`src/mapper_pkg.sv`:
```
// Purpose: shared constants and types for the local to global address mapper
// Assumes: APB byte addresses are four times the register index
// Notes: global addresses are 18 bits, local addresses are 16 bits
package mapper_pkg;

   // ***************************************************
   // register map
   // ***************************************************
   localparam int PADDR_W = 10;
   localparam logic [7:0] IDX_PAGE_BASE = 8'h11;
   localparam logic [7:0] IDX_WINDOW = 8'h30;
   localparam logic [7:0] IDX_DBG_WINDOW = 8'h31;
   localparam logic [7:0] IDX_STATUS = 8'h32;
   localparam logic [9:0] OFF_PAGE_BASE = {IDX_PAGE_BASE, 2'b00};
   localparam logic [9:0] OFF_WINDOW = {IDX_WINDOW, 2'b00};
   localparam logic [9:0] OFF_DBG_WINDOW = {IDX_DBG_WINDOW, 2'b00};
   localparam logic [9:0] OFF_STATUS = {IDX_STATUS, 2'b00};
   localparam logic [7:0] PAGE_BASE_RST = 8'h00;
   localparam logic [3:0] WINDOW_RST = 4'hE;
   localparam logic [3:0] DBG_WINDOW_RST = 4'hE;
   // status bit positions
   localparam int ST_LOCKED = 0;
   localparam int ST_SPECIAL = 1;
   localparam int ST_DEBUG = 2;
   localparam int ST_DBG_SEL = 3;

   // ***************************************************
   // paging and debug overlay
   // ***************************************************
   localparam logic [3:0] PAGE_LOW = 4'hC;
   localparam logic [3:0] PAGE_MID = 4'hD;
   localparam logic [3:0] PAGE_TOP = 4'hF;
   localparam logic [1:0] QUAD_WINDOW = 2'h2;
   localparam logic [7:0] DBG_PAGE_TOP = 8'hFF;
   localparam logic [7:0] DBG_PAGE_WIN = 8'hBF;
   localparam logic [3:0] DBG_WIN_INDEX = 4'hF;

   // ***************************************************
   // global resource placement
   // ***************************************************
   localparam logic [17:0] REGS_TOP = 18'h003FF;
   localparam logic [17:0] RAM_TOP = 18'h03FFF;
   localparam int RAM_BASE_I = 32'h0000_4000;
   localparam logic [17:0] DFL_LOW = 18'h04400;
   localparam logic [17:0] DFL_TOP = 18'h053FF;
   localparam logic [17:0] PFL_TOP = 18'h3FFFF;
   localparam int PFL_BASE_I = 32'h0004_0000;
   localparam int RAM_MAX_BYTES = 11 * 1024;
   localparam int PFL_MAX_BYTES = 224 * 1024;

   typedef enum logic [2:0]
   {
      RG_NONE = 3'b000,
      RG_REGS = 3'b001,
      RG_RAM = 3'b010,
      RG_DFLASH = 3'b011,
      RG_PFLASH = 3'b100,
      RG_DEBUG = 3'b101
   } region_e;

endpackage

```
`src/map_if.sv`:
```
// Purpose: request and answer bundle between a bus master path and its mapper
// Assumes: both ends run on pclk
// Notes: answer fields come from the mapper's flip-flops
`timescale 1ns/100ps
interface map_if;
   import mapper_pkg::*;
   logic req;
   logic direct;
   logic debug_cycle;
   logic debug_active;
   logic [15:0] local_addr;
   logic [7:0] page_base;
   logic [3:0] index;
   logic done;
   logic [17:0] global_addr;
   region_e region;

   modport requester
   (
      output req, direct, debug_cycle, debug_active, local_addr, page_base, index,
      input done, global_addr, region
   );
   modport mapper
   (
      input req, direct, debug_cycle, debug_active, local_addr, page_base, index,
      output done, global_addr, region
   );
endinterface

```
`src/local_global_address_mapper.sv`:
```
// Purpose: maps core and debug local addresses to global space, holds paging registers
// Assumes: mode, debug state and request inputs come from logic on pclk
// Notes: APB slave with zero wait states; registers at four times their index
//
// Implementation choice: register access over APB.
`timescale 1ns/100ps
module local_global_address_mapper
   import mapper_pkg::*;
#(
   parameter int RAM_BYTES = RAM_MAX_BYTES,
   parameter int PFL_BYTES = PFL_MAX_BYTES
)
(
   input wire logic pclk,
   input wire logic presetn,
   // apb slave
   input wire logic psel,
   input wire logic penable,
   input wire logic pwrite,
   input wire logic [PADDR_W-1:0] paddr,
   input wire logic [31:0] pwdata,
   output logic [31:0] prdata,
   output logic pready,
   output logic pslverr,
   // mode and debug state
   input wire logic special_mode,
   input wire logic debug_active,
   input wire logic dbg_window_en,
   input wire logic dbg_cmd_running,
   // far call and return index path
   input wire logic farcall_we,
   input wire logic [3:0] farcall_index,
   // core request
   input wire logic cpu_req,
   input wire logic [15:0] cpu_local_addr,
   input wire logic cpu_direct,
   input wire logic cpu_debug_space,
   input wire logic cpu_firmware_cmd,
   output logic cpu_done,
   output logic [17:0] cpu_global_addr,
   output region_e cpu_region,
   // debug master request
   input wire logic dbg_req,
   input wire logic [15:0] dbg_local_addr,
   input wire logic dbg_direct,
   input wire logic debug_space_read,
   input wire logic debug_space_write,
   output logic dbg_done,
   output logic [17:0] dbg_global_addr,
   output region_e dbg_region,
   // system effects
   output logic illegal_access_reset,
   output logic debug_entry_req
);

   // ***************************************************
   // apb decode
   // ***************************************************
   logic [7:0] page_base_r;
   logic pb_locked_r;
   logic [3:0] window_r;
   logic [3:0] dbg_window_r;
   logic [31:0] prdata_r;
   logic cpu_fw_r;
   logic illegal_r;
   logic started_r;
   logic entry_r;

   wire setup_ph;
   wire access_ph;
   wire wr_access;
   wire hit_pb;
   wire hit_win;
   wire hit_dwin;
   wire hit_st;
   wire unmapped;
   wire pb_we;
   wire win_apb_we;
   wire dwin_we;
   wire dbg_sel_index;
   wire [3:0] dbg_index;
   wire [7:0] status;
   wire [31:0] rd_mux;

   // phase and address decode
   assign setup_ph = psel & ~penable;
   assign access_ph = psel & penable;
   assign wr_access = access_ph & pwrite;
   assign hit_pb = (paddr == OFF_PAGE_BASE);
   assign hit_win = (paddr == OFF_WINDOW);
   assign hit_dwin = (paddr == OFF_DBG_WINDOW);
   assign hit_st = (paddr == OFF_STATUS);
   assign unmapped = ~(hit_pb | hit_win | hit_dwin | hit_st);

   // zero wait states, error on unmapped offsets
   assign pready = 1'b1;
   assign pslverr = access_ph & unmapped;

   // ***************************************************
   // page base register
   // ***************************************************
   // write once unless special
   assign pb_we = wr_access & hit_pb & (special_mode | ~pb_locked_r);

   // page base and its lock
   always_ff @(posedge pclk or negedge presetn)
   begin
      if (!presetn)
      begin
         page_base_r <= PAGE_BASE_RST;
         pb_locked_r <= 1'b0;
      end
      else
      begin
         if (pb_we)
         begin
            page_base_r <= pwdata[7:0];
         end
         if (wr_access & hit_pb & ~special_mode)
         begin
            pb_locked_r <= 1'b1;
         end
      end
   end

   // ***************************************************
   // window index registers
   // ***************************************************
   assign win_apb_we = wr_access & hit_win;
   assign dwin_we = wr_access & hit_dwin;

   // instruction path wins, lands next edge
   always_ff @(posedge pclk or negedge presetn)
   begin
      if (!presetn)
      begin
         window_r <= WINDOW_RST;
      end
      else if (farcall_we)
      begin
         window_r <= farcall_index;
      end
      else if (win_apb_we)
      begin
         window_r <= pwdata[3:0];
      end
   end

   // debug window index, written by the debug master
   always_ff @(posedge pclk or negedge presetn)
   begin
      if (!presetn)
      begin
         dbg_window_r <= DBG_WINDOW_RST;
      end
      else if (dwin_we)
      begin
         dbg_window_r <= pwdata[3:0];
      end
   end

   // ***************************************************
   // read path
   // ***************************************************
   // status shows lock, mode, debug and index choice
   assign status = {4'h0, dbg_sel_index, debug_active, special_mode, pb_locked_r};

   assign rd_mux = hit_pb ? {24'h000000, page_base_r} :
                   hit_win ? {28'h0000000, window_r} :
                   hit_dwin ? {28'h0000000, dbg_window_r} :
                   hit_st ? {24'h000000, status} : 32'h00000000;

   // read data captured in the setup cycle
   always_ff @(posedge pclk or negedge presetn)
   begin
      if (!presetn)
      begin
         prdata_r <= 32'h00000000;
      end
      else if (setup_ph & ~pwrite)
      begin
         prdata_r <= rd_mux;
      end
   end
   assign prdata = prdata_r;

   // ***************************************************
   // mapping paths
   // ***************************************************
   map_if cpu_m ();
   map_if dbg_m ();

   // debug index only when enabled and running
   assign dbg_sel_index = dbg_window_en & dbg_cmd_running;
   assign dbg_index = dbg_sel_index ? dbg_window_r : window_r;

   // one page base feeds both masters
   assign cpu_m.req = cpu_req;
   assign cpu_m.direct = cpu_direct;
   assign cpu_m.debug_cycle = cpu_debug_space;
   assign cpu_m.debug_active = debug_active;
   assign cpu_m.local_addr = cpu_local_addr;
   assign cpu_m.page_base = page_base_r;
   assign cpu_m.index = window_r;

   // debug path expands the same way
   assign dbg_m.req = dbg_req;
   assign dbg_m.direct = dbg_direct;
   assign dbg_m.debug_cycle = debug_space_read | debug_space_write;
   assign dbg_m.debug_active = debug_active;
   assign dbg_m.local_addr = dbg_local_addr;
   assign dbg_m.page_base = page_base_r;
   assign dbg_m.index = dbg_index;

   addr_map_unit #(
      .RAM_BYTES(RAM_BYTES),
      .PFL_BYTES(PFL_BYTES)
   ) cpu_map (
      .clk(pclk),
      .rst_n(presetn),
      .m(cpu_m.mapper)
   );

   addr_map_unit #(
      .RAM_BYTES(RAM_BYTES),
      .PFL_BYTES(PFL_BYTES)
   ) dbg_map (
      .clk(pclk),
      .rst_n(presetn),
      .m(dbg_m.mapper)
   );

   assign cpu_done = cpu_m.done;
   assign cpu_global_addr = cpu_m.global_addr;
   assign cpu_region = cpu_m.region;
   assign dbg_done = dbg_m.done;
   assign dbg_global_addr = dbg_m.global_addr;
   assign dbg_region = dbg_m.region;

   // ***************************************************
   // illegal access and debug entry
   // ***************************************************
   // core miss resets unless it is a firmware command, debug miss tolerated
   always_ff @(posedge pclk or negedge presetn)
   begin
      if (!presetn)
      begin
         cpu_fw_r <= 1'b0;
         illegal_r <= 1'b0;
      end
      else
      begin
         cpu_fw_r <= cpu_firmware_cmd;
         illegal_r <= cpu_m.done & (cpu_m.region == RG_NONE) & ~cpu_fw_r;
      end
   end
   assign illegal_access_reset = illegal_r;

   // special mode enters debug after reset
   always_ff @(posedge pclk or negedge presetn)
   begin
      if (!presetn)
      begin
         started_r <= 1'b0;
         entry_r <= 1'b0;
      end
      else
      begin
         started_r <= 1'b1;
         entry_r <= ~started_r & special_mode;
      end
   end
   assign debug_entry_req = entry_r;
endmodule

```
`src/addr_map_unit.sv`:
```
// Purpose: expands one local address into a global address and a resource
// Assumes: request fields are steady in the cycle that req is high
// Notes: answer appears one clock after the request
`timescale 1ns/100ps
module addr_map_unit
   import mapper_pkg::*;
#(
   parameter int RAM_BYTES = RAM_MAX_BYTES,
   parameter int PFL_BYTES = PFL_MAX_BYTES
)
(
   input wire logic clk,
   input wire logic rst_n,
   map_if.mapper m
);
   localparam logic [17:0] RAM_LOW = 18'(RAM_BASE_I - RAM_BYTES);
   localparam logic [17:0] PFL_LOW = 18'(PFL_BASE_I - PFL_BYTES);

   if (RAM_BYTES < 1 || RAM_BYTES > RAM_MAX_BYTES || PFL_BYTES < 1 || PFL_BYTES > PFL_MAX_BYTES)
   begin : bad_size
      $error("addr_map_unit: memory size out of range");
   end

   logic done_r;
   logic [17:0] ga_r;
   region_e region_r;
   wire [15:0] la;
   wire [3:0] page;
   wire [17:0] ga;
   wire dbg_hit;
   region_e region_nxt;

   // ***************************************************
   // local to global expansion
   // ***************************************************
   // direct page bits
   assign la = m.direct ? {m.page_base, m.local_addr[7:0]} : m.local_addr;
   assign page = (la[15:14] == 2'b00) ? PAGE_LOW :
                 (la[15:14] == 2'b01) ? PAGE_MID :
                 (la[15:14] == QUAD_WINDOW) ? m.index : PAGE_TOP;
   assign ga = {page, la[13:0]};
   assign dbg_hit = m.debug_active & m.debug_cycle &
                    ((la[15:8] == DBG_PAGE_TOP) |
                     ((la[15:8] == DBG_PAGE_WIN) & (m.index == DBG_WIN_INDEX)));
   assign region_nxt = dbg_hit ? RG_DEBUG :
                       (ga <= REGS_TOP) ? RG_REGS :
                       (ga >= RAM_LOW && ga <= RAM_TOP) ? RG_RAM :
                       (ga >= DFL_LOW && ga <= DFL_TOP) ? RG_DFLASH :
                       (ga >= PFL_LOW && ga <= PFL_TOP) ? RG_PFLASH : RG_NONE;

   // answer registers
   always_ff @(posedge clk or negedge rst_n)
   begin
      if (!rst_n)
      begin
         done_r <= 1'b0;
         ga_r <= 18'h00000;
         region_r <= RG_NONE;
      end
      else
      begin
         done_r <= m.req;
         ga_r <= ga;
         region_r <= region_nxt;
      end
   end

   assign m.done = done_r;
   assign m.global_addr = ga_r;
   assign m.region = region_r;
endmodule

```
`config.mk`:
```
export PLATFORM = sky130hd
export DESIGN_NAME = local_global_address_mapper
export DESIGN_NICKNAME = d
export VERILOG_FILES = /design/src/mapper_pkg.sv /design/src/map_if.sv /design/src/local_global_address_mapper.sv /design/src/addr_map_unit.sv
export SDC_FILE = /design/constraint.sdc
export NUM_CORES = 1
export LEC_CHECK = 0
export ABC_CLOCK_PERIOD_IN_PS = 1700
export BUFFER_PORTS_ARGS = -buffer_cell sky130_fd_sc_hd__buf_4
export CAP_MARGIN = 20
export CORE_MARGIN = 5
export CORE_UTILIZATION = 40
export CTS_CLUSTER_SIZE = 28
export DETAILED_ROUTE_END_ITERATION = 6
export PLACE_DENSITY = 0.72
export SETUP_SLACK_MARGIN = 0.4
export SLEW_MARGIN = 10
export SYNTH_ARGS = -nofsm -noshare
export SYNTH_HDL_FRONTEND = slang
export SYNTH_HIERARCHICAL = 1
export SYNTH_SLANG_ARGS = --single-unit
```
`constraint.sdc`:
```
create_clock -name pclk -period 1.7 [get_ports pclk]
set_input_delay 0.255 -clock pclk [delete_from_list [all_inputs] [get_ports pclk]]
set_output_delay 0.255 -clock pclk [all_outputs]
set_load 0.03 [all_outputs]
```
Yosys cells after proc, flatten, opt, wreduce, memory -nomap -nowiden

Cells that the tools add are included.

Input bits: 96
Bits in registers: 97

Equality and inequality tests: 14
Magnitude comparators: 14
Reduce and logical (&&, ||, !) cells: 10
Multiplexer cells: 25
Bitwise operators: 34

Operators by type and width:

| kind                                                             | number |
|---|---|
| two-way mux 4 bit                                                | 12 |
| >= comparator 18 x 13 -> 1 bit, second input constant            | 2 |
| >= comparator 18 x 15 -> 1 bit, second input constant            | 2 |
| >= comparator 18 x 16 -> 1 bit, second input constant            | 2 |
| less-or-equal comparator 18 x 10 -> 1 bit, second input constant | 2 |
| less-or-equal comparator 18 x 14 -> 1 bit, second input constant | 2 |
| less-or-equal comparator 18 x 15 -> 1 bit, second input constant | 2 |
| less-or-equal comparator 18 bit, second input constant           | 2 |
| equality test 8 bit, second input constant                       | 4 |
| two-way mux 16 bit                                               | 2 |
| equality test 10 x 8 -> 1 bit, second input constant             | 3 |
| two-way mux 3 bit                                                | 10 |
| AND 1 bit                                                        | 20 |
| equality test 10 x 7 -> 1 bit, second input constant             | 1 |
| equality test 4 bit, second input constant                       | 2 |
| two-way mux 8 bit                                                | 1 |
| NOT 1 bit                                                        | 7 |
| bitwise OR 1 bit                                                 | 7 |
| logical AND 1 bit                                                | 6 |
| equality test 2 x 1 -> 1 bit, second input constant              | 2 |
| equality test 2 bit, second input constant                       | 2 |
| logical NOT 2 bit                                                | 2 |
| logical NOT 3 bit                                                | 1 |
| nonzero test 2 bit                                               | 1 |

Depth between registers and ports, before layout

Gate-level depths: netlist of the first run.

Depth in word-level cells: 12
Depth in mapped cells: 6

Hierarchy

The synthesis of the first run kept the hierarchy.

Modules (own cells, without submodules):

| module                      | instances | sequential area each (sq um) | cells an instance | area each (sq um) |
|---|---|---|---|---|
| addr_map_unit               | 2         | 550.5                        | 75                | 900.9 |
| local_global_address_mapper | 1         | 733.2                        | 143               | 1,664.1 |

Worst setup path before layout of the first run

OpenSTA, ideal clock, no wires.

Path kind: input -> register
Start: input dbg_window_en
End: register dbg_map.region_r[0], in the netlist dbg_map/m.region[0]
Stages on the path: 6
Path slack: -31 ps
Setup time: 104 ps
Arrival time: 1,628 ps
Required time: 1,596 ps
Cell sequence: nand2_1 > mux2_2 > o211ai_1 > o21ai_0 > or3_4 > o41ai_2

Cells in the longest elaborated chain, start to end: 11
Elaborated cells on any way between the ends: 20
Classes of those cells: 5 x order compare; 1 x eq/ne; 8 x mux; 4 x bitwise; 2 x reduce/logical

Ends and longest elaborated chain:

| element                                                                                     | line                               | text |
|---|---|---|
| start, declared                                                                             | local_global_address_mapper.sv:28  | `input wire logic dbg_window_en,` |
| AND 1 bit (*)                                                                               | local_global_address_mapper.sv:194 | `assign dbg_sel_index = dbg_window_en & dbg_cmd_running;` |
| two-way mux 4 bit (*)                                                                       | local_global_address_mapper.sv:195 | `assign dbg_index = dbg_sel_index ? dbg_window_r : window_r;` |
| via dbg_index[1]                                                                            | local_global_address_mapper.sv:81  | `wire [3:0] dbg_index;` |
| two-way mux 4 bit (*)                                                                       | addr_map_unit.sv:40                | `(la[15:14] == QUAD_WINDOW) ? m.index : PAGE_TOP;` |
| two-way mux 4 bit (*)                                                                       | addr_map_unit.sv:39                | `(la[15:14] == 2'b01) ? PAGE_MID :` |
| two-way mux 4 bit (*)                                                                       | addr_map_unit.sv:38                | `assign page = (la[15:14] == 2'b00) ? PAGE_LOW :` |
| via dbg_map.page[1]                                                                         | addr_map_unit.sv:28                | `wire [3:0] page;` |
| >= comparator 18 x 15 -> 1 bit or less-or-equal comparator 18 x 15 -> 1 bit (tied branches) | addr_map_unit.sv:48                | `(ga >= DFL_LOW && ga <= DFL_TOP) ? RG_DFLASH :` |
| logical AND 1 bit                                                                           | addr_map_unit.sv:48                |  |
| two-way mux 3 bit                                                                           | addr_map_unit.sv:48                |  |
| two-way mux 3 bit                                                                           | addr_map_unit.sv:47                | `(ga >= RAM_LOW && ga <= RAM_TOP) ? RG_RAM :` |
| two-way mux 3 bit (*)                                                                       | addr_map_unit.sv:46                | `(ga <= REGS_TOP) ? RG_REGS :` |
| two-way mux 3 bit (*)                                                                       | addr_map_unit.sv:45                | `assign region_nxt = dbg_hit ? RG_DEBUG :` |
| via dbg_map.region_nxt[0]                                                                   | addr_map_unit.sv:31                | `region_e region_nxt;` |
| end signal, assigned                                                                        | addr_map_unit.sv:64                | `region_r <= region_nxt;` |
| end, declared                                                                               | addr_map_unit.sv:26                | `region_e region_r;` |

Mark *: on every way through the listed nets, which the timed path passes. The rest lies on a longest branch.
A chain may end at the register's enable or synchronous reset.

Worst setup path in the final report of the first run

Start: register window_r[1], in the netlist cpu_m.index[1]
End: register dbg_map.region_r[0], in the netlist dbg_map/m.region[0]

Cells in the longest elaborated chain, start to end: 10
Elaborated cells on any way between the ends: 19
Classes of those cells: 5 x order compare; 1 x eq/ne; 8 x mux; 3 x bitwise; 2 x reduce/logical

Ends and longest elaborated chain:

| element                                                                                     | line                               | text |
|---|---|---|
| start, declared                                                                             | local_global_address_mapper.sv:61  | `logic [3:0] window_r;` |
| start signal, assigned                                                                      | local_global_address_mapper.sv:141 | `window_r <= farcall_index;` |
| start signal, assigned                                                                      | local_global_address_mapper.sv:145 | `window_r <= pwdata[3:0];` |
| two-way mux 4 bit (*)                                                                       | local_global_address_mapper.sv:195 |  |
| via dbg_index[1]                                                                            | local_global_address_mapper.sv:81  |  |
| two-way mux 4 bit (*)                                                                       | addr_map_unit.sv:40                |  |
| two-way mux 4 bit (*)                                                                       | addr_map_unit.sv:39                |  |
| two-way mux 4 bit (*)                                                                       | addr_map_unit.sv:38                |  |
| via dbg_map.page[1]                                                                         | addr_map_unit.sv:28                |  |
| >= comparator 18 x 15 -> 1 bit or less-or-equal comparator 18 x 15 -> 1 bit (tied branches) | addr_map_unit.sv:48                |  |
| logical AND 1 bit                                                                           | addr_map_unit.sv:48                |  |
| two-way mux 3 bit                                                                           | addr_map_unit.sv:48                |  |
| two-way mux 3 bit                                                                           | addr_map_unit.sv:47                |  |
| two-way mux 3 bit (*)                                                                       | addr_map_unit.sv:46                |  |
| two-way mux 3 bit (*)                                                                       | addr_map_unit.sv:45                |  |
| via dbg_map.region_nxt[0]                                                                   | addr_map_unit.sv:31                |  |

Marked as above.

==> results of run 1 <==
[area by class of cell]
cell class	count	area share (%)
Clock buffer	11	2.565
Clock inverter	5	1.158
Inverter	8	0.5448
Multi-Input combinational cell	204	29.78
Sequential cell	73	33.33
Tap cell	108	2.452
Timing Repair Buffer	203	30.17
[synthesized netlist by cell type, types with 3 or more instances]
cell       count
nand3_1       12
nor4_1         3
dfrtp_1       67
nor3_1         7
a22o_1         4
a21o_1         6
nand2b_1       5
xor2_1         4
mux2i_1        8
dfstp_2        6
nor2_1        16
a211oi_1       5
nand2_1       16
o21ai_0       10
mux2_4         8
a21oi_1       10
buf_4         25
and3_1         3
mux2_2        23
buf_6          3
clkbuf_1       4
inv_1          8
nand4_1        4
a2bb2oi_1      3
[metal layers]
layer  track usage, %  vias up
met5                0        -
met4            5.777        0
met3            5.277       19
met2            31.57      131
met1            22.60     1468
li1                 -     1412
[flip-flops by register name, indices dropped and copies added, names as in the netlist, 3 cells and up]
| signal | cells |
|---|---|
| cpu_m.index | 4 |
| cpu_map/m.global_addr | 18 |
| cpu_map/m.region | 3 |
| dbg_map/m.global_addr | 18 |
| cpu_m.page_base | 8 |
| dbg_map/m.region | 3 |
| prdata | 8 |
| dbg_window_r | 4 |
[worst max-delay path, cell delays in order, from the launching register on]
cell and delay [ps]:
dfstp_2 380, mux2_4 260, o211ai_1 170, o21ai_1 100, or3_4 360, o41ai_2 320
[stage by stage]
step | setup TNS (ps) | instance area (sq um) | hold slack [ps]
6_report | 0 | 5512 | 108.5
3_3_place_gp | -219.2 | 4728 | 263.7
4_1_cts | -0.5658 | 5348 | 92.00
5_1_grt | -71.03 | 5512 | 100.2
2_1_floorplan | 0 | 3618 | -40.59
3_5_place_dp | -335.4 | 4728 | 271.9
[repair_timing]
item | in CTS | in global routing
buffers inserted | 15 | 9
hold buffers | 20 | 0
pin swaps | 2 | 8
endpoints found under the hold margin | 52 | 0
gates resized for setup | 25 | 21
endpoints found under the setup margin | 20 | 27
[cells by family after synthesis]
kind of cell	count (synthesis)
compound gates	53
xor+xnor	4
buf+inv	40
flops	73
mux	39
other cells	2
simple gates	82
[worst max-delay path by stage]
stage	endpoint	slack [ps]	cells past startpoint
4_1_cts	dbg_map/m.region[0]	-0.6	5
5_1_grt	dbg_map/m.region[0]	-60	5
6_report	dbg_map/m.region[0]	4	5
3_3_place_gp	dbg_map/m.region[0]	-130	7
3_5_place_dp	dbg_map/m.region[0]	-190	7
2_1_floorplan	dbg_map/m.region[0]	50	5
[placed cells by master (no fill, tap or decap), drive strengths merged, types with 10 or more instances in the layout]
master       count
o21ai           10
buf            183
nor2            16
a21oi           10
nand3           12
dlygate4sd3     20
conb            26
nand2           16
dfrtp           67
clkbuf          11
mux2            31
[power breakdown]
group / switching [mW] / internal [mW]
registers: 0.0284 / 1.81
clock network: 0.662 / 0.729
logic: 0.451 / 0.386
==> impl_metrics.csv, run 1 <==
group,metric,value,unit
outcome,status,"completed",
sta,relSlewSlack,64.22,%
route,drt_iter0_markers,139,
synth,synthAdderAreaFrac,0,%
final_layout,post-route-util,64.14,%
synth,synth_top_family_by_area,"simple AND/OR/NAND/NOR gates",
critical_path,worstRegToRegCells,5,
critical_path,worst-r2r-setup-slack,4,ps
synth,ys.flop_type,"dfrtp_1",
synth,syn_inst,293,
sta,fmax,0.5898,GHz
sta,drv_slew,0,
synth,synthXorXnorAreaFrac,1.011,%
critical_path,worstSetupEndpointType,"flop",
grt,grt_antenna_before_repair,0,
grt,grt-ovfl-total,0,
synth,yosysTopAreaCellShare,48.38,%
route,wl_met1,3984,um
sta,finalClockSkew,6.569,ps
critical_path,startpoint_type,"flop",
synth,seq_area_frac_synth,52.92,%
clock_tree,clockRootBuffer,"clkbuf_8",
route,drtAntennaViolNets,0,
route,top_layer_used,"met4",
clock_tree,cts_tree,"yes",
worst_hold_path,hold_path_end,"pb_locked_r",
critical_path,arrival,1940,ps
sta,fin_crit,1696,ps
final_layout,final_cell_count_no_fill,612,
synth,async_reset_ff_share,100.0,%
final_layout,syn2layout_area_growth,59.03,%
critical_path,cp_max_fo,3,
placement,place_ws,-187.9,ps
worst_hold_path,holdCritStartpoint,"paddr[7]",
clock_tree,cts_max_path_buffers,2,
route,dr_wl_met2,4914,um
synth,synth_edf_count,0,
synth,synthMuxAreaShare,13.25,%
route,drcViolationCount,0,
power_and_ir_drop,total_power,4.065,mW
grt,first_global_vias,3071,
route,dr.pass1.iters,4,
route,post_drt_wl_per_cell,16.05,um
die,rows,34,
final_layout,register_area,1837,sq um
sta,fin_ws,4.411,ps
placement,dp.cells,552,
critical_path,required,1940,ps
final_layout,drive_gt1_share,53.37,%
synth,ys_warn_count,6,
clock_tree,numClockSinks,73,
grt,grt_pass1_wl,15030,um
sta,period_share,99.74,%
final_layout,n_fill_cell,702,
synth,synth_compound_area_share,11.05,%
synth,synth-simple-area-share,13.86,%
worst_hold_path,hold_path.class,"in2reg",
synth,synth_top_area_cell,"dfrtp_1",
power_and_ir_drop,powerDensity,737.5,nW/um^2
power_and_ir_drop,irDropWorstVdd,0.0003913,V
route,wl_met3,785,um
die,die_area,10630,sq um
worst_hold_path,hold_path_depth,2,
die,die_h,103.1,um
die,core_area,8593,sq um
final_layout,multiInputGateArea,1642,sq um
route,vias,3030,
power_and_ir_drop,power_leakage,2.679,nW
final_layout,antenna_cells,0,
sta,hold_viol_final,0,
synth,yosys-top-cells-area,"dfrtp_1 (48%), mux2_2 (7.5%), buf_4 (5.4%)",
placement,gp_congestion,0.8308,
die,initial_core_util,40.33,%
clock_tree,clkLatencyLatePin,340,ps
route,viasPerCell,4.951,
synth,synth_cell_types,47,
critical_path,worstReg2RegStart,"cpu_m.index[1]",
clock_tree,cts_buffers,9,
sta,rsz0062_at_grt,"true",
placement,io_buffers,126,
final_layout,nNetsFinal,595,
sta,tightestPinTransition,536.7,ps
critical_path,crit_type,"reg2reg",
critical_path,r2r_end,"dbg_map/m.region[0]",
die,die_w,103.1,um
run,cap_violations,0,
grt,grt_util_all_layers,18.48,%
placement,dpl.hpwl,7080,um
critical_path,crit_start,"cpu_m.index[1]",
die,num_io_pins,176,
clock_tree,clk_pin_slew,80,ps
synth,syn_area,3466,sq um
clock_tree,htreeDepth,3,
synth,synth_area_per_cell,11.83,sq um
synth,ys_seq_elements,73,
sta,setup_violations,0,
route,wirelength,9824,um
grt,grt_max_degree,42,
Power figures use the tool's default switching activity.
==> run 2: changes to the inputs <==
BUFFER_PORTS_ARGS = unset   (was -buffer_cell sky130_fd_sc_hd__buf_4)
CORE_UTILIZATION = 57   (was 40)
DONT_BUFFER_PORTS = 1   (was unset)
PLACE_DENSITY = 0.81   (was 0.72)
==> impl_metrics.csv, run 2 (same netlist as run 1, synthesis figures left out) <==
group,metric,value,unit
final_layout,post-route-util,72.51,%
power_and_ir_drop,total_power,3.917,mW
grt,first_global_vias,2572,
route,drt_iter0_markers,144,
final_layout,drive_gt1_share,33.14,%
placement,dpl.hpwl,6210,um
clock_tree,postCtsHoldBufs,19,
clock_tree,numClockSinks,73,
outcome,violations,"negative hold slack",
sta,period_share,98.25,%
die,num_io_pins,176,
sta,fmax,0.5987,GHz
power_and_ir_drop,irDropWorstVdd,0.0006564,V
final_layout,final_common_cell,"dfrtp_1",
die,rows,28,
critical_path,worstSetupEndpointType,"flop",
critical_path,worstRegToRegCells,4,
critical_path,cpMaxStageDelayCell,"dfrtp_2",
critical_path,crit_type,"reg2reg",
critical_path,cp.depth,4,
run,cap_violations,0,
route,wirelength,9037,um
critical_path,cp_cell_sequence,"nand3b_1 -> a21o_1 -> or3_4 -> o41ai_4",
die,die_area,7740,sq um
grt,grt_util_all_layers,23.75,%
grt,grt_max_degree,74,
final_layout,nNetsFinal,446,
critical_path,required,1940,ps
placement,io_buffers,0,
critical_path,crit_family,"simple AND/OR/NAND/NOR gates",
power_and_ir_drop,powerDensity,912.6,nW/um^2
clock_tree,clockRootBuffer,"clkbuf_8",
sta,drv_slew,0,
critical_path,slowest_delay,450,ps
clock_tree,clk_pin_slew,80,ps
sta,rsz0062_at_grt,"true",
clock_tree,cts_tree,"yes",
route,vias,2484,
route,drcViolationCount,0,
final_layout,n_fill_cell,419,
sta,setup_violations,0,
route,post_drt_wl_per_cell,21.11,um
critical_path,startpoint_type,"flop",
critical_path,cp_max_fo,6,
critical_path,arrival,1910,ps
grt,grt_antenna_before_repair,0,
die,die_h,87.98,um
route,drtAntennaViolNets,0,
sta,finalClockSkew,8.359,ps
final_layout,layout_common_cells,"dfrtp_1 (63), conb_1 (26), buf_4 (24), dlygate4sd3_1 (19)",
route,dr.pass1.iters,4,
outcome,status,"finished, violations left",
route,viasPerCell,5.804,
final_layout,syn2layout_area_growth,23.86,%
clock_tree,cts_buffers,9,
sta,holdWs,-396.7,ps
die,die_w,87.98,um
critical_path,path_buf_inv,0,
sta,fin_crit,1670,ps
clock_tree,clkLatencyLatePin,340,ps
grt,grt-ovfl-total,0,
power_and_ir_drop,power_leakage,1.934,nW
die,core_area,5921,sq um
clock_tree,htreeDepth,3,
clock_tree,cts_max_path_buffers,2,
die,initial_core_util,58.54,%
worst_hold_path,hold_path.class,"in2async",
placement,gp_congestion,0.8989,
grt,grt_pass1_wl,13660,um
sta,hold_viol_final,73,
final_layout,antenna_cells,0,
run 2: final timing paths:
path | from | end | slack, ps
max | cpu_m.page_base[6] | cpu_map/m.region[0] | 30
min in group pclk | special_mode | pb_locked_r | 20
max in group asynchronous | presetn | cpu_m.index[2] | 1900
min | presetn | cpu_map/m.global_addr[10] | -400
min reg2reg | started_r | debug_entry_req | 390
max reg2reg | cpu_m.page_base[6] | cpu_map/m.region[0] | 30
run 2: final cells by class:
cell class / instances / area [sq um] / area share, %
Inverter: 8 / 30.03 / 0.6995
Tap cell: 75 / 93.84 / 2.186
Multi-Input combinational cell: 204 / 1605 / 37.39
Clock buffer: 9 / 123.9 / 2.885
Sequential cell: 73 / 1839 / 42.84
Timing Repair Buffer: 54 / 494.2 / 11.51
Clock inverter: 5 / 106.4 / 2.477
run 2: per-stage QoR:
step                instance area (sq um)  worst slack [ps]  cells  TNS (ps)  hold WS [ps]
floorplan                            3618             52.55    317         0        -40.59
global placement                     3573             16.17    374         0        -38.94
detailed placement                   3573            -2.742    374    -2.742        -38.93
CTS                                  4083             27.38    415         0        -407.9
global route                         4293            -34.31    428    -43.41        -422.1
finish                               4293             29.77    428         0        -396.7
run 2: repair_timing:
action,4_1_cts,5_1_grt
gates resized for setup,7,29
setup endpoints to repair,15,14
setup buffers,8,13
hold endpoints to repair,92,73
pin swaps,5,7
cloned,0,0
run 2: report_power, final:
part	total, mW	internal (mW)	leakage (nW)	switching, mW
sequential	1.95	1.81	0.890	0.142
clock	1.59	0.961	0.111	0.631
combinational	0.374	0.167	0.933	0.207
run 2: metal layers:
metal | vias up | part of all wire, % | track usage [%] | routed length (um)
met1 | 1220 | 35 | 27.58 | 3151
met3 | 18 | 12 | 9.125 | 1068
met4 | 0 | 2.1 | 9.344 | 192
met5 | - | 0 | 0 | 0
met2 | 132 | 51 | 39.66 | 4624
li1 | 1114 | - | - | -
==> run 3: changes to the inputs <==
CORE_UTILIZATION = 35   (was 57)
PLACE_DENSITY = 0.57   (was 0.81)
==> impl_metrics.csv, run 3 (same netlist as run 1, synthesis figures left out) <==
group,metric,value,unit
grt,grt_antenna_before_repair,1,
final_layout,n_fill_cell,928,
route,drcViolationCount,0,
final_layout,layout_common_cells,"dfrtp_1 (63), conb_1 (26), buf_4 (25), dlygate4sd3_1 (21), mux2_2 (18)",
grt,grt_pass1_wl,14310,um
grt,grt_util_all_layers,15.95,%
clock_tree,clockRootBuffer,"clkbuf_8",
sta,drv_slew,0,
final_layout,final_common_cell,"dfrtp_1",
final_layout,drive_gt1_share,33.80,%
die,die_w,109.5,um
worst_hold_path,hold_path.class,"in2async",
route,wirelength,9706,um
critical_path,worstSetupEndpointType,"flop",
outcome,violations,"negative hold slack",
clock_tree,htreeDepth,3,
die,initial_core_util,35.62,%
clock_tree,postCtsHoldBufs,21,
sta,fin_crit,1656,ps
placement,placed_cell_area,3669,sq um
critical_path,crit_type,"reg2reg",
sta,fin_ws,43.82,ps
run,cap_violations,0,
final_layout,multiInputGateArea,1600,sq um
clock_tree,cts_buffers,9,
power_and_ir_drop,power_leakage,1.927,nW
clock_tree,cts_max_path_buffers,2,
critical_path,arrival,1890,ps
sta,period_share,97.42,%
final_layout,final_cell_count_no_fill,492,
route,drt_iter0_markers,77,
final_layout,post-route-util,45.00,%
die,core_area,9729,sq um
final_layout,syn2layout_area_growth,26.32,%
clock_tree,numClockSinks,73,
critical_path,cp_cell_sequence,"nand3b_1 -> a21o_1 -> or3_4 -> o41ai_2",
critical_path,crit_family,"simple AND/OR/NAND/NOR gates",
power_and_ir_drop,irDropWorstVdd,0.0004739,V
sta,holdWs,-410.8,ps
clock_tree,clk_pin_slew,90,ps
die,die_h,109.5,um
route,viasPerCell,5.041,
final_layout,final_cell_area,4378,sq um
grt,first_global_vias,2639,
placement,gp_congestion,0.8758,
critical_path,startpoint_type,"flop",
sta,rsz0062_at_grt,"true",
sta,finalClockSkew,12.34,ps
critical_path,cp_max_fo,6,
die,die_area,11990,sq um
placement,dp.cells,435,
sta,setup_violations,0,
route,dr.pass1.iters,4,
power_and_ir_drop,powerDensity,875.1,nW/um^2
critical_path,cpMaxStageDelayCell,"dfrtp_2",
clock_tree,cts_tree,"yes",
critical_path,slowest_delay,460,ps
sta,hold_viol_final,73,
route,drtAntennaViolNets,0,
grt,grt_max_degree,74,
clock_tree,clkLatencyLatePin,350,ps
route,post_drt_wl_per_cell,19.73,um
critical_path,required,1940,ps
sta,fmax,0.6038,GHz
placement,place_ws,-43.01,ps
final_layout,register_area,1839,sq um
route,vias,2480,
placement,io_buffers,0,
critical_path,path_buf_inv,0,
placement,dpl.hpwl,6948,um
die,rows,36,
final_layout,nNetsFinal,449,
outcome,status,"finished, violations left",
grt,grt-ovfl-total,0,
die,num_io_pins,176,
-- run 3: cell types whose count changed in the layout (fill, tap and decap cells not counted), sizes merged --
cell | before | now
diode | 0 | 1
inv | 8 | 10
clkbuf | 9 | 10
dlygate4sd3 | 19 | 21
bufinv | 3 | 2
buf | 35 | 36
-- run 3: where the power goes --
part | switching, mW | internal, mW | leakage [nW]
clock network | 0.658 | 0.835 | 0.107
logic | 0.212 | 0.175 | 0.929
registers | 0.143 | 1.81 | 0.890
total | 1.01 | 2.82 | 1.93
-- run 3: layer usage --
metal / routed length, um / track usage [%] / share of wire [%] / vias to the layer above
li1: - / - / - / 1121
met1: 3788 / 18.98 / 39 / 1214
met2: 4687 / 26.55 / 48 / 135
met3: 1083 / 6.694 / 11 / 10
met4: 147 / 4.274 / 1.5 / 0
met5: 0 / 0 / 0 / -
-- run 3: through the flow --
stage	hold WS, ps	TNS (ps)	power (mW)
6_report	-410.8	0	3.831
5_1_grt	-446.4	-53.26	4.007
4_1_cts	-431.6	0	3.869
3_5_place_dp	-38.65	-43.01	2.288
3_3_place_gp	-38.48	-18.91	2.283
2_1_floorplan	-40.59	0	2.274
-- run 3: what timing repair did --
action / CTS / global route
buffers inserted: 11 / 8
resized for setup: 14 / 21
pin swaps: 5 / 6
endpoints found under the hold margin: 94 / 74
setup endpoints to repair: 16 / 23
-- run 3: path summary, 6_finish.rpt --
path,from,to,slack [ps],cells past startpoint
max,cpu_m.page_base[6],cpu_map/m.region[0],40,4
min,presetn,cpu_map/m.global_addr[12],-410,0
max reg2reg,cpu_m.page_base[6],cpu_map/m.region[0],40,4
min reg2reg,started_r,debug_entry_req,410,1
max in group asynchronous,presetn,dbg_window_r[1],1910,0
min in group pclk,cpu_direct,cpu_map/m.global_addr[15],30,1
-- run 3: cell type report --
type / instances / share of cell area, %
sequential: 73 / 42.01
multi-input combinational: 204 / 36.55
timing repair buffer: 57 / 11.92
tap: 133 / 3.801
clock buffer: 10 / 2.915
clock inverter: 6 / 2.058
inverter: 8 / 0.6859
antenna: 1 / 0.05716
